<file path="src/core/tpm_pkg.sv">
// Package for the test point multiplexers: register map, field layout,
// reset values and probe select codes.
// Assumes nothing of its surroundings; the multiplexer and the top import it whole.
package tpm_pkg;

    // ------------------------------------------------------------------
    // Register map
    // ------------------------------------------------------------------

    // Probe source select register (bits 3-0 pick the receiver probe).
    localparam logic [7:0] TPM_ADDR_PROBE_SOURCE_SELECT = 8'h38;
    // Read-only mirror of the receiver probe word now being presented.
    localparam logic [7:0] TPM_ADDR_PROBE_VALUE = 8'h39;
    // Reset value of the probe source select register.
    localparam logic [7:0] TPM_RST_PROBE_SOURCE_SELECT = 8'h00;
    // Value read back from an unmapped address.
    localparam logic [7:0] TPM_RD_UNMAPPED = 8'h00;

    // ------------------------------------------------------------------
    // Field layout
    // ------------------------------------------------------------------

    // Least and most significant bit of the receiver select field.
    localparam int TPM_SEL_LSB = 0;
    localparam int TPM_SEL_MSB = 3;
    // Number of low address lines that pick the transmit probe.
    localparam int TPM_TX_SEL_BITS = 2;

    // ------------------------------------------------------------------
    // Select codes
    // ------------------------------------------------------------------

    // Transmit probe sources keyed by the two low address lines.
    localparam logic [1:0] TPM_TX_UNSPREAD_INPHASE_SYMBOL = 2'h0;
    localparam logic [1:0] TPM_TX_UNSPREAD_QUAD_SYMBOL = 2'h1;
    localparam logic [1:0] TPM_TX_CODE = 2'h2;

    // Receiver probe sources keyed by the select field.
    typedef enum logic [3:0] {
        TPM_RX_MF_INPUTS = 4'h0,
        TPM_RX_PEAK_MAG = 4'h1,
        TPM_RX_NCO_COS = 4'h2,
        TPM_RX_NCO_SIN = 4'h3,
        TPM_RX_DC_I = 4'h4,
        TPM_RX_DC_Q = 4'h5,
        TPM_RX_SUM_I = 4'h6,
        TPM_RX_SUM_Q = 4'h7,
        TPM_RX_MAG = 4'h8,
        TPM_RX_VIEW_I = 4'h9,
        TPM_RX_VIEW_Q = 4'ha,
        TPM_RX_PEAK_I = 4'hb,
        TPM_RX_PEAK_Q = 4'hc,
        TPM_RX_DOT = 4'hd,
        TPM_RX_CROSS = 4'he,
        TPM_RX_LOOPBACK = 4'hf
    } tpm_rx_sel_t;

endpackage

</file>
<file path="src/core/tpm_rx_src_if.sv">
// Interface carrying the receiver probe sources and the chosen select
// from the top module to the receiver probe multiplexer.
// Assumes all signals are produced on core_clk.
`timescale 1ns/10ps
interface tpm_rx_src_if;
    logic [2:0] mf_inphase_input;           // Matched filter I input.
    logic [2:0] mf_quad_input;              // Matched filter Q input.
    logic [9:0] mf_peak_magnitude;          // Peak magnitude, unsigned.
    logic [7:0] nco_in_phase_wave;          // NCO cosine.
    logic [7:0] nco_quadrature_wave;        // NCO sine.
    logic [16:0] downconv_inphase_result;   // Downconverter I.
    logic [16:0] downconv_quad_result;      // Downconverter Q.
    logic [9:0] mf_inphase_total;           // Matched filter I sum.
    logic [9:0] mf_quad_total;              // Matched filter Q sum.
    logic [9:0] mf_magnitude;               // Magnitude, unsigned.
    logic [7:0] mf_view_inphase;            // Viewport I.
    logic [7:0] mf_view_quad;               // Viewport Q.
    logic [7:0] mf_peak_inphase;            // Peak I.
    logic [7:0] mf_peak_quad;               // Peak Q.
    logic [16:0] demod_dot;                 // Dot product.
    logic [16:0] demod_cross;               // Cross product.
    logic [7:0] loopback_probe_word;        // Transmit loopback word.
    logic [3:0] select;                     // Receiver select field.

    // The top drives everything; the multiplexer only reads.
    modport source (
        output mf_inphase_input, mf_quad_input, mf_peak_magnitude, nco_in_phase_wave,
        nco_quadrature_wave, downconv_inphase_result, downconv_quad_result, mf_inphase_total,
        mf_quad_total, mf_magnitude, mf_view_inphase, mf_view_quad, mf_peak_inphase,
        mf_peak_quad, demod_dot, demod_cross, loopback_probe_word, select
    );
    modport sink (
        input mf_inphase_input, mf_quad_input, mf_peak_magnitude, nco_in_phase_wave,
        nco_quadrature_wave, downconv_inphase_result, downconv_quad_result, mf_inphase_total,
        mf_quad_total, mf_magnitude, mf_view_inphase, mf_view_quad, mf_peak_inphase,
        mf_peak_quad, demod_dot, demod_cross, loopback_probe_word, select
    );
endinterface

</file>
<file path="src/core/tpm_rx_mux.sv">
// Receiver probe multiplexer: picks one of sixteen receiver words and
// registers it.
// Assumes sources and select are synchronous to core_clk.
`timescale 1ns/10ps
module tpm_rx_mux
    import tpm_pkg::*;
(
    input wire logic core_clk,
    input wire logic rst,
    tpm_rx_src_if.sink src,
    output logic [7:0] probe
);

    // ------------------------------------------------------------------
    // Selection
    // ------------------------------------------------------------------

    logic [7:0] next_probe; // Word to present after the next edge.

    // Pick the source; each slice keeps the sign bit on bit 7 so signed
    // words stay two's complement and magnitudes stay unsigned.
    always_comb begin
        case (tpm_rx_sel_t'(src.select))
            TPM_RX_MF_INPUTS: begin
                next_probe = {2'h0, src.mf_quad_input, src.mf_inphase_input};
                next_probe[7:4] = {src.mf_quad_input[2], src.mf_quad_input};
                next_probe[3] = src.mf_inphase_input[2];
            end
            TPM_RX_PEAK_MAG: next_probe = src.mf_peak_magnitude[9:2];
            TPM_RX_NCO_COS: next_probe = src.nco_in_phase_wave;
            TPM_RX_NCO_SIN: next_probe = src.nco_quadrature_wave;
            TPM_RX_DC_I: next_probe = src.downconv_inphase_result[16:9];
            TPM_RX_DC_Q: next_probe = src.downconv_quad_result[16:9];
            TPM_RX_SUM_I: next_probe = src.mf_inphase_total[9:2];
            TPM_RX_SUM_Q: next_probe = src.mf_quad_total[9:2];
            TPM_RX_MAG: next_probe = src.mf_magnitude[9:2];
            TPM_RX_VIEW_I: next_probe = src.mf_view_inphase;
            TPM_RX_VIEW_Q: next_probe = src.mf_view_quad;
            TPM_RX_PEAK_I: next_probe = src.mf_peak_inphase;
            TPM_RX_PEAK_Q: next_probe = src.mf_peak_quad;
            TPM_RX_DOT: next_probe = src.demod_dot[16:9];
            TPM_RX_CROSS: next_probe = src.demod_cross[16:9];
            TPM_RX_LOOPBACK: next_probe = src.loopback_probe_word;
            default: next_probe = 8'h00;
        endcase
    end

    // Register the word so the probe bus never shows a decode glitch.
    always_ff @(posedge core_clk) begin
        if (rst) begin
            probe <= 8'h00;
        end else begin
            probe <= next_probe;
        end
    end

endmodule // tpm_rx_mux

</file>
<file path="src/core/tpm_top.sv">
// Test point multiplexers: a one-bit transmit probe picked by the low
// address lines and an eight-bit receiver probe bus picked by a register.
// Assumes the probe sources come from logic on core_clk, the transmit
// and receive IF clocks being core_clk itself, and that the probe drive
// enable arrives from a pin.
//
// Summary of operation
// - Address 0,1,2 show I, Q, code.
// - Only two low address lines pick it.
// - Transmit probe always driven, three sources only.
// - Select field 38h[3:0]; 0 shows MF inputs.
// - Codes 4,5 show downconverter bits 16-9.
// - Codes 6,7 show MF sums bits 9-2.
// - Codes 8,1 show magnitudes, unsigned.
// - Codes 9,A show viewport bits 7-0.
// - Codes B,C show peak I, Q.
// - Codes D,E products; F loopback word.
// - Non-magnitude probes are two's complement.
// - Probe bus three-state, enabled by input.
// - Receiver disable clears select to zero.
`timescale 1ns/10ps
module tpm_top
    import tpm_pkg::*;
(
    input wire logic core_clk,
    input wire logic rst,
    // Register port.
    input wire logic [7:0] reg_addr,
    input wire logic [7:0] reg_wdata,
    input wire logic reg_wr,
    input wire logic reg_rd,
    output logic [7:0] reg_rdata,
    // Receiver enable; low runs the receiver reset sequence.
    input wire logic rx_enable,
    // Pin enabling the receiver probe drivers.
    input wire logic probe_drive_enable,
    // Transmitter sources.
    input wire logic unspread_inphase_symbol,
    input wire logic unspread_quad_symbol,
    input wire logic spreading_sequence_bit,
    // Receiver sources.
    input wire logic [2:0] mf_inphase_input,
    input wire logic [2:0] mf_quad_input,
    input wire logic [9:0] mf_peak_magnitude,
    input wire logic [7:0] nco_in_phase_wave,
    input wire logic [7:0] nco_quadrature_wave,
    input wire logic [16:0] downconv_inphase_result,
    input wire logic [16:0] downconv_quad_result,
    input wire logic [9:0] mf_inphase_total,
    input wire logic [9:0] mf_quad_total,
    input wire logic [9:0] mf_magnitude,
    input wire logic [7:0] mf_view_inphase,
    input wire logic [7:0] mf_view_quad,
    input wire logic [7:0] mf_peak_inphase,
    input wire logic [7:0] mf_peak_quad,
    input wire logic [16:0] demod_dot,
    input wire logic [16:0] demod_cross,
    input wire logic [7:0] loopback_probe_word,
    // Probe outputs.
    output logic tx_probe_out,
    output logic [7:0] rx_probe_bus,
    output logic rx_probe_oe
);

    // ------------------------------------------------------------------
    // Pin synchroniser
    // ------------------------------------------------------------------

    logic oe_meta; // First stage; only the second stage reads it.
    logic oe_sync; // Synchronised drive enable.
    logic next_oe_meta;
    logic next_oe_sync;

    // Shift the pin through two stages.
    always_comb begin
        next_oe_meta = probe_drive_enable;
        next_oe_sync = oe_meta;
    end

    // Register the synchroniser stages.
    always_ff @(posedge core_clk) begin
        if (rst) begin
            oe_meta <= 1'b0;
            oe_sync <= 1'b0;
        end else begin
            oe_meta <= next_oe_meta;
            oe_sync <= next_oe_sync;
        end
    end

    // ------------------------------------------------------------------
    // Register file
    // ------------------------------------------------------------------

    logic [7:0] probe_source_select; // Whole byte kept; bits 3-0 act.
    logic [7:0] next_probe_source_select;
    logic [7:0] next_reg_rdata;
    logic [7:0] rx_probe_word; // Registered multiplexer output.

    // Writes store the select byte; a disabled receiver forces it to
    // zero and wins over a write in the same cycle, since the reset
    // sequence is held for as long as the receiver stays off.
    always_comb begin
        next_probe_source_select = probe_source_select;
        if (!rx_enable) begin
            next_probe_source_select = TPM_RST_PROBE_SOURCE_SELECT;
        end else if (reg_wr && reg_addr == TPM_ADDR_PROBE_SOURCE_SELECT) begin
            next_probe_source_select = reg_wdata;
        end
    end

    // Read data stand one cycle after the read strobe and only then.
    always_comb begin
        next_reg_rdata = 8'h00;
        if (reg_rd) begin
            case (reg_addr)
                TPM_ADDR_PROBE_SOURCE_SELECT: next_reg_rdata = probe_source_select;
                TPM_ADDR_PROBE_VALUE: next_reg_rdata = rx_probe_word;
                default: next_reg_rdata = TPM_RD_UNMAPPED;
            endcase
        end
    end

    // Register the select byte and the read data.
    always_ff @(posedge core_clk) begin
        if (rst) begin
            probe_source_select <= TPM_RST_PROBE_SOURCE_SELECT;
            reg_rdata <= 8'h00;
        end else begin
            probe_source_select <= next_probe_source_select;
            reg_rdata <= next_reg_rdata;
        end
    end

    // ------------------------------------------------------------------
    // Transmit probe
    // ------------------------------------------------------------------

    logic next_tx_probe_out;

    // Only the two low address lines matter and nothing gates the pin.
    // Code 3 has no source and shows zero.
    always_comb begin
        case (reg_addr[TPM_TX_SEL_BITS-1:0])
            TPM_TX_UNSPREAD_INPHASE_SYMBOL: next_tx_probe_out = unspread_inphase_symbol;
            TPM_TX_UNSPREAD_QUAD_SYMBOL: next_tx_probe_out = unspread_quad_symbol;
            TPM_TX_CODE: next_tx_probe_out = spreading_sequence_bit;
            default: next_tx_probe_out = 1'b0;
        endcase
    end

    // Register the transmit probe every edge.
    always_ff @(posedge core_clk) begin
        if (rst) begin
            tx_probe_out <= 1'b0;
        end else begin
            tx_probe_out <= next_tx_probe_out;
        end
    end

    // ------------------------------------------------------------------
    // Receiver probe
    // ------------------------------------------------------------------

    tpm_rx_src_if rx_src ();

    // Bundle the receiver sources for the multiplexer.
    assign rx_src.mf_inphase_input = mf_inphase_input;
    assign rx_src.mf_quad_input = mf_quad_input;
    assign rx_src.mf_peak_magnitude = mf_peak_magnitude;
    assign rx_src.nco_in_phase_wave = nco_in_phase_wave;
    assign rx_src.nco_quadrature_wave = nco_quadrature_wave;
    assign rx_src.downconv_inphase_result = downconv_inphase_result;
    assign rx_src.downconv_quad_result = downconv_quad_result;
    assign rx_src.mf_inphase_total = mf_inphase_total;
    assign rx_src.mf_quad_total = mf_quad_total;
    assign rx_src.mf_magnitude = mf_magnitude;
    assign rx_src.mf_view_inphase = mf_view_inphase;
    assign rx_src.mf_view_quad = mf_view_quad;
    assign rx_src.mf_peak_inphase = mf_peak_inphase;
    assign rx_src.mf_peak_quad = mf_peak_quad;
    assign rx_src.demod_dot = demod_dot;
    assign rx_src.demod_cross = demod_cross;
    assign rx_src.loopback_probe_word = loopback_probe_word;
    assign rx_src.select = probe_source_select[TPM_SEL_MSB:TPM_SEL_LSB];

    // Registered sixteen-way selection.
    tpm_rx_mux u_rx_mux (
        .core_clk(core_clk),
        .rst(rst),
        .src(rx_src),
        .probe(rx_probe_word)
    );

    logic [7:0] next_rx_probe_bus;
    logic next_rx_probe_oe;

    // The bus value and its driver enable come from flip-flops; the
    // pad resolves the three-state level from the enable.
    always_comb begin
        next_rx_probe_bus = rx_probe_word;
        next_rx_probe_oe = oe_sync;
    end

    // Register the receiver probe pins.
    always_ff @(posedge core_clk) begin
        if (rst) begin
            rx_probe_bus <= 8'h00;
            rx_probe_oe <= 1'b0;
        end else begin
            rx_probe_bus <= next_rx_probe_bus;
            rx_probe_oe <= next_rx_probe_oe;
        end
    end

endmodule // tpm_top

</file>
<file path="config.mk">
export PLATFORM = sky130hd
export DESIGN_NAME = tpm_top
export DESIGN_NICKNAME = d
export VERILOG_FILES = /design/src/core/tpm_pkg.sv /design/src/core/tpm_rx_src_if.sv /design/src/core/tpm_rx_mux.sv /design/src/core/tpm_top.sv
export SDC_FILE = /design/constraint.sdc
export NUM_CORES = 1
export LEC_CHECK = 0
export ABC_AREA = 1
export BUFFER_PORTS_ARGS = -buffer_cell sky130_fd_sc_hd__buf_2
export CAP_MARGIN = 20
export CORE_AREA = 8 8 89 91
export DETAILED_ROUTE_END_ITERATION = 7
export DIE_AREA = 0 0 97 99
export PLACE_DENSITY = 0.87
export RECOVER_POWER = 50
export SKIP_CTS_REPAIR_TIMING = 1
export SLEW_MARGIN = 20
export SYNTH_ARGS = -nofsm -noshare
export SYNTH_HDL_FRONTEND = slang
export SYNTH_SLANG_ARGS = --single-unit
</file>
<file path="constraint.sdc">
create_clock -name core_clk -period 1.6 [get_ports core_clk]
set_input_delay 0.16 -clock core_clk [delete_from_list [all_inputs] [get_ports core_clk]]
set_output_delay 0.16 -clock core_clk [all_outputs]
set_load 0.01 [all_outputs]
</file>
==> results of run 1 <==
==> cell families (layout without fill, tap and decap cells) <==
| logic type | count (synthesis) | after routing | synth area share [%] |
|---|---|---|---|
| AO/OA/AOI/OAI | 25 | 25 | 5.45 |
| flip-flops | 36 | 36 | 30.2 |
| buffers and inverters | 41 | 222 | 7.34 |
| AND/OR/NAND/NOR | 326 | 326 | 57.0 |
==> per-layer routing <==
metal  global-route usage [%]  vias up  share of wire [%]
met5                        0        -                  0
met4                     6.15        0                1.7
met3                     4.48       17                6.9
met2                     31.8      159                 49
met1                     20.4     1453                 42
li1                         -     1695                  -
==> power breakdown <==
group	leakage, nW	internal [mW]	total, mW	switching, mW
sequential	0.297	0.916	0.925	0.00841
combinational	1.64	0.147	0.250	0.102
clock	0.0503	0.383	0.678	0.295
==> area by class of cell <==
| cell class | count | area, um2 | area share [%] |
|---|---|---|---|
| Timing Repair Buffer | 181 | 945 | 26.6 |
| Inverter | 32 | 128 | 3.60 |
| Multi-Input combinational cell | 351 | 1530 | 43.2 |
| Tap cell | 80 | 100 | 2.82 |
| Clock buffer | 7 | 96.3 | 2.72 |
| Timing Repair inverter | 2 | 15.0 | 0.423 |
| Sequential cell | 36 | 731 | 20.6 |
==> per-stage QoR <==
step | power [mW] | hold WS (ps)
after detailed placement | 1.20 | 388
after floorplan | 0.997 | 267
after CTS | 1.87 | 101
after global placement | 1.19 | 364
after global routing | 1.93 | 102
final | 1.85 | 109
==> cell usage in the layout, fill, tap and decap left out, drive strengths merged <==
cell	count
nor4	1
o21ai	10
clkbuf	22
clkinvlp	4
nand2	174
nor3	1
buf	166
nand3	58
nor2	92
a21boi	2
dfxtp	36
a21oi	13
inv	30
==> state kept, by name, indices dropped and copies added, names as in the netlist <==
name,count
tx_probe_out,1
u_rx_mux.probe,8
rx_probe_oe,1
next_oe_sync,1
reg_rdata,8
probe_source_select,8
rx_probe_bus,8
next_rx_probe_oe,1
==> tightest hold or removal path, delay by kind of cell <==
kind          cells  cell delay [ps]
simple gates      1               40
buf+inv           2              140
==> final timing paths <==
check | endpoint | slack [ps] | depth (start not counted)
min | next_oe_sync | 110 | 3
min reg2reg | next_rx_probe_oe | 410 | 2
max | u_rx_mux.probe[6] | 120 | 8
max reg2reg | u_rx_mux.probe[6] | 120 | 8
==> impl_metrics.json, run 1 <==
{
  "r2r-start": "probe_source_select[3]",
  "grt_use_total_pct": 17.9,
  "syn_inst": 428,
  "clkLatencyLatePin_ps": 280,
  "maxSlewViolCount": 0,
  "fp.coreArea_mm2": 0.00657,
  "place_area_mm2": 0.00334,
  "cts_made_buffers": 5,
  "fin_setup_tns_ps": 0,
  "critPathCaptureType": "register",
  "antenna-diode-count": 0,
  "syn_avg_cell_area_um2": 5.57,
  "nNetsFinal": 804,
  "top_level_ports": 213,
  "rows": 30,
  "fin_worst_skew_ps": 3.51,
  "cts_tree": "done",
  "drive_above_1_share_pct": 33.8,
  "grt_max_degree": 18,
  "path_cells": "nand2_4 -> clkinvlp_4 -> nand3_1 -> nand2_1 -> nor2_1 -> nand2_1 -> nor2_1 -> a21oi_1",
  "yosysMostFrequentCell": "nand2_1",
  "synth_flop_cell": "dfxtp_1",
  "clockBufferDepth": 2,
  "path_max_fanout": 7,
  "start_util_pct": 36.3,
  "finalWorstSetupSlack_ps": 124,
  "slowest_stage": "dfxtp_2",
  "hold_viol": 0,
  "synthesis.area_mm2": 0.00239,
  "cts-root-buf": "clkbuf_8",
  "cellPowerDensity_mw_per_mm2": 522,
  "max_stage_delay_ps": 370,
  "wl_per_cell_um": 13.4,
  "hpwl_um": 7420,
  "fin_crit_ps": 1480,
  "crit_start": "probe_source_select[3]",
  "instances_no_fill": 689,
  "required_ps": 1760,
  "critical_path_class": "reg2reg",
  "fp.dieH_um": 99,
  "vias": 3324,
  "cts_max_level": 2,
  "synth_top_area_share_pct": 30.2,
  "area_growth_pct": 48.7,
  "worst_pin_slew_ps": 446,
  "pre_cts_slack_ps": -1.28,
  "placed_cells": 676,
  "yosys.area.top_type": "dfxtp_1",
  "relSlewSlack_pct": 70.2,
  "cp.arrival_ps": 1640,
  "cp-start-kind": "register",
  "crit_family": "simple AND/OR/NAND/NOR gates",
  "synth_edf_count": 0,
  "syn-num-nets": 623,
  "post-route-drc-count": 0,
  "synthArstFlopShare_pct": 0,
  "fmax_ghz": 0.677,
  "synth_common_cells": "nand2_1 (171), nor2_1 (86), nand3_1 (58)",
  "grt-ovfl-total": 0,
  "yosysWarnings": 0,
  "n_fill_cell": 649,
  "synth-seq-cells": 36,
  "grt_pass1_vias": 3378,
  "setup_violations": 0,
  "grt_pass1_wl_um": 14700,
  "globalplace.congestion": 0.863,
  "drtIter0Drc": 123,
  "cts_sinks": 36,
  "ys_seq_area_share_pct": 30.2,
  "worstHoldStart": "probe_drive_enable",
  "ir_worst_vdd_uv": 692,
  "cap_viol_max_count": 0,
  "critPathBufInv": 1,
  "hold_path_class": "in2reg",
  "port_buffers": 168,
  "drt-vias-per-instance": 4.82,
  "die_area_mm2": 0.00960,
  "path_clk_slew_ps": 70,
  "ant_nets": 0,
  "dr.pass1.iters": 5,
  "synth.distinct_cells": 18,
  "antenna_found_initial": 0,
  "drt-total-wl_um": 9220,
  "fin_crit_sh_pct": 92.3,
  "leakage_nw": 1.99,
  "status": "completed",
  "final_util_pct": 54.0,
  "synth_area_leaders": "dfxtp_1 (30%), nand2_1 (27%), nor2_1 (14%)",
  "fin_area_mm2": 0.00355,
  "die_w_um": 97
}
(Power assumes the default switching activity.)
==> run 2, diff against run 1 <==
--- a/config.mk
+++ b/config.mk
@@ -11,7 +11,7 @@
 export CORE_AREA = 8 8 89 91
 export DETAILED_ROUTE_END_ITERATION = 7
 export DIE_AREA = 0 0 97 99
-export PLACE_DENSITY = 0.87
+export PLACE_DENSITY = 0.9
 export RECOVER_POWER = 50
 export SKIP_CTS_REPAIR_TIMING = 1
 export SLEW_MARGIN = 20
==> run 2 against run 1 <==
Net effect:
- non-clock buffer count fell by 2
- clock power is 12% higher
- clock skew grew 1.6 ps
- sequential power increased by 0.4%
- utilization shrank 0.11 points
- sequential cell count unchanged
- die area unchanged
- combinational power about the same
- power up 4.6%
- design area shrank 0.21%
- final cell count down 0.15%
- first-iteration DRC count up 29%
- critical path type unchanged
- largest cell class unchanged
- highest routed layer unchanged
==> impl_metrics.json, run 2 (synthesized netlist as in run 1, its figures left out) <==
{
  "status": "completed",
  "die_area_mm2": 0.00960,
  "final_cell_mix": "nand2_1 (170), buf_2 (157), nor2_1 (80)",
  "drt-total-wl_um": 9220,
  "r2r-start": "probe_source_select[1]",
  "critPathCaptureType": "register",
  "cp-start-kind": "register",
  "r2r_cells": 8,
  "drt-met1-wl_um": 3770,
  "globalplace.congestion": 0.835,
  "cts_sinks": 36,
  "cpMostUsedCell": "nor2_1",
  "finalPower_mw": 1.94,
  "worst_pin_slew_ps": 395,
  "r2r_slack_ps": 110,
  "nNetsFinal": 802,
  "required_ps": 1760,
  "fin_crit_ps": 1490,
  "path_clk_slew_ps": 70,
  "cap_viol_max_count": 0,
  "drt-vias-per-instance": 4.81,
  "max_stage_delay_ps": 370,
  "post-route-drc-count": 0,
  "ant_nets": 0,
  "drtIter0Drc": 159,
  "ff_latch_area_um2": 726,
  "place_area_mm2": 0.00333,
  "placed_cells": 675,
  "cellPowerDensity_mw_per_mm2": 548,
  "vias": 3310,
  "multi_input_area_mm2": 0.00153,
  "n_fill_cell": 655,
  "dr.pass1.iters": 5,
  "clkLatencyLatePin_ps": 290,
  "grt_max_degree": 18,
  "antenna_found_initial": 0,
  "port_buffers": 168,
  "final_common_cell": "nand2_1",
  "fin_worst_skew_ps": 5.12,
  "grt-ovfl-total": 0,
  "slowest_stage": "dfxtp_2",
  "fin_setup_tns_ps": 0,
  "finalWorstSetupSlack_ps": 110,
  "dr.max_layer_used": "met4",
  "fin_crit_sh_pct": 93.1,
  "cts_max_level": 2,
  "grt_pass1_vias": 3353,
  "rows": 30,
  "path_max_fanout": 6,
  "cts_made_buffers": 5,
  "cp.arrival_ps": 1650,
  "path_cells": "nand2_2 -> clkinvlp_4 -> nand2_1 -> nor2_1 -> nor2_1 -> nand2_1 -> nor2_1 -> a21oi_1",
  "top_level_ports": 213,
  "leakage_nw": 1.97,
  "hold_path_class": "in2reg",
  "wl_met3_um": 659,
  "drive_above_1_share_pct": 33.6,
  "area_growth_pct": 48.3,
  "cts_tree": "done",
  "fp.dieH_um": 99,
  "critical_path_class": "reg2reg",
  "r2r-end": "u_rx_mux.probe[7]",
  "crit_end": "u_rx_mux.probe[7]",
  "fmax_ghz": 0.671,
  "hold_viol": 0,
  "instances_no_fill": 688,
  "clockBufferDepth": 2,
  "grt_pass1_wl_um": 14400,
  "die_w_um": 97,
  "route.met2.wl_um": 4520,
  "relSlewSlack_pct": 73.5,
  "whs_ps": 75.7,
  "grt_use_total_pct": 17.6,
  "hpwl_um": 7720,
  "wl_per_cell_um": 13.4,
  "start_util_pct": 36.3,
  "ir_worst_vdd_uv": 582,
  "maxSlewViolCount": 0,
  "fin_area_mm2": 0.00354,
  "cts-root-buf": "clkbuf_8",
  "pre_cts_slack_ps": -146,
  "final_util_pct": 53.9,
  "antenna-diode-count": 0,
  "fp.coreArea_mm2": 0.00657,
  "crit_start": "probe_source_select[1]",
  "setup_violations": 0
}
==> run 2: cell types whose count changed in the layout (fill, tap and decap cells not counted), sizes merged <==
cell	delta
clkbuf	-4
bufinv	+1
buf	+1
clkinv	+1
==> run 2: power by group <==
| group | internal [mW] | total (mW) | switching, mW |
|---|---|---|---|
| clock | 0.462 | 0.761 | 0.299 |
| combinational | 0.148 | 0.249 | 0.100 |
| sequential | 0.920 | 0.929 | 0.00917 |
| total | 1.53 | 1.94 | 0.409 |
==> run 2: layout make-up <==
type / instances / area share (%)
Tap cell: 80 / 2.83
Multi-Input combinational cell: 351 / 43.1
Clock buffer: 6 / 2.05
Clock inverter: 2 / 0.990
Timing Repair Buffer: 179 / 26.5
Timing Repair inverter: 2 / 0.424
Sequential cell: 36 / 20.5
Inverter: 32 / 3.61
==> run 2: how the worst min path moves through the flow <==
| stage | slack [ps] | end | depth (start not counted) | from |
|---|---|---|---|---|
| global route | 90 | next_oe_sync | 3 | probe_drive_enable |
| global placement | 370 | next_oe_sync | 3 | probe_drive_enable |
| floorplan | 270 | next_oe_sync | 2 | probe_drive_enable |
| detailed placement | 380 | next_oe_sync | 3 | probe_drive_enable |
| finish | 80 | next_oe_sync | 3 | probe_drive_enable |
| CTS | 70 | next_oe_sync | 3 | probe_drive_enable |
==> run 2: critical path, delay by kind of cell, from the launching register on <==
family / cells / cell delay (ps)
AND/OR/NAND/NOR: 6 / 720
flip-flops: 1 / 370
buffers and inverters: 1 / 200
AO/OA/AOI/OAI: 1 / 80
==> run 2: routing by layer <==
layer	vias up	global-route usage, %
met5	-	0
met4	0	6.86
met3	26	4.62
met2	160	31.3
met1	1428	19.6
li1	1696	-
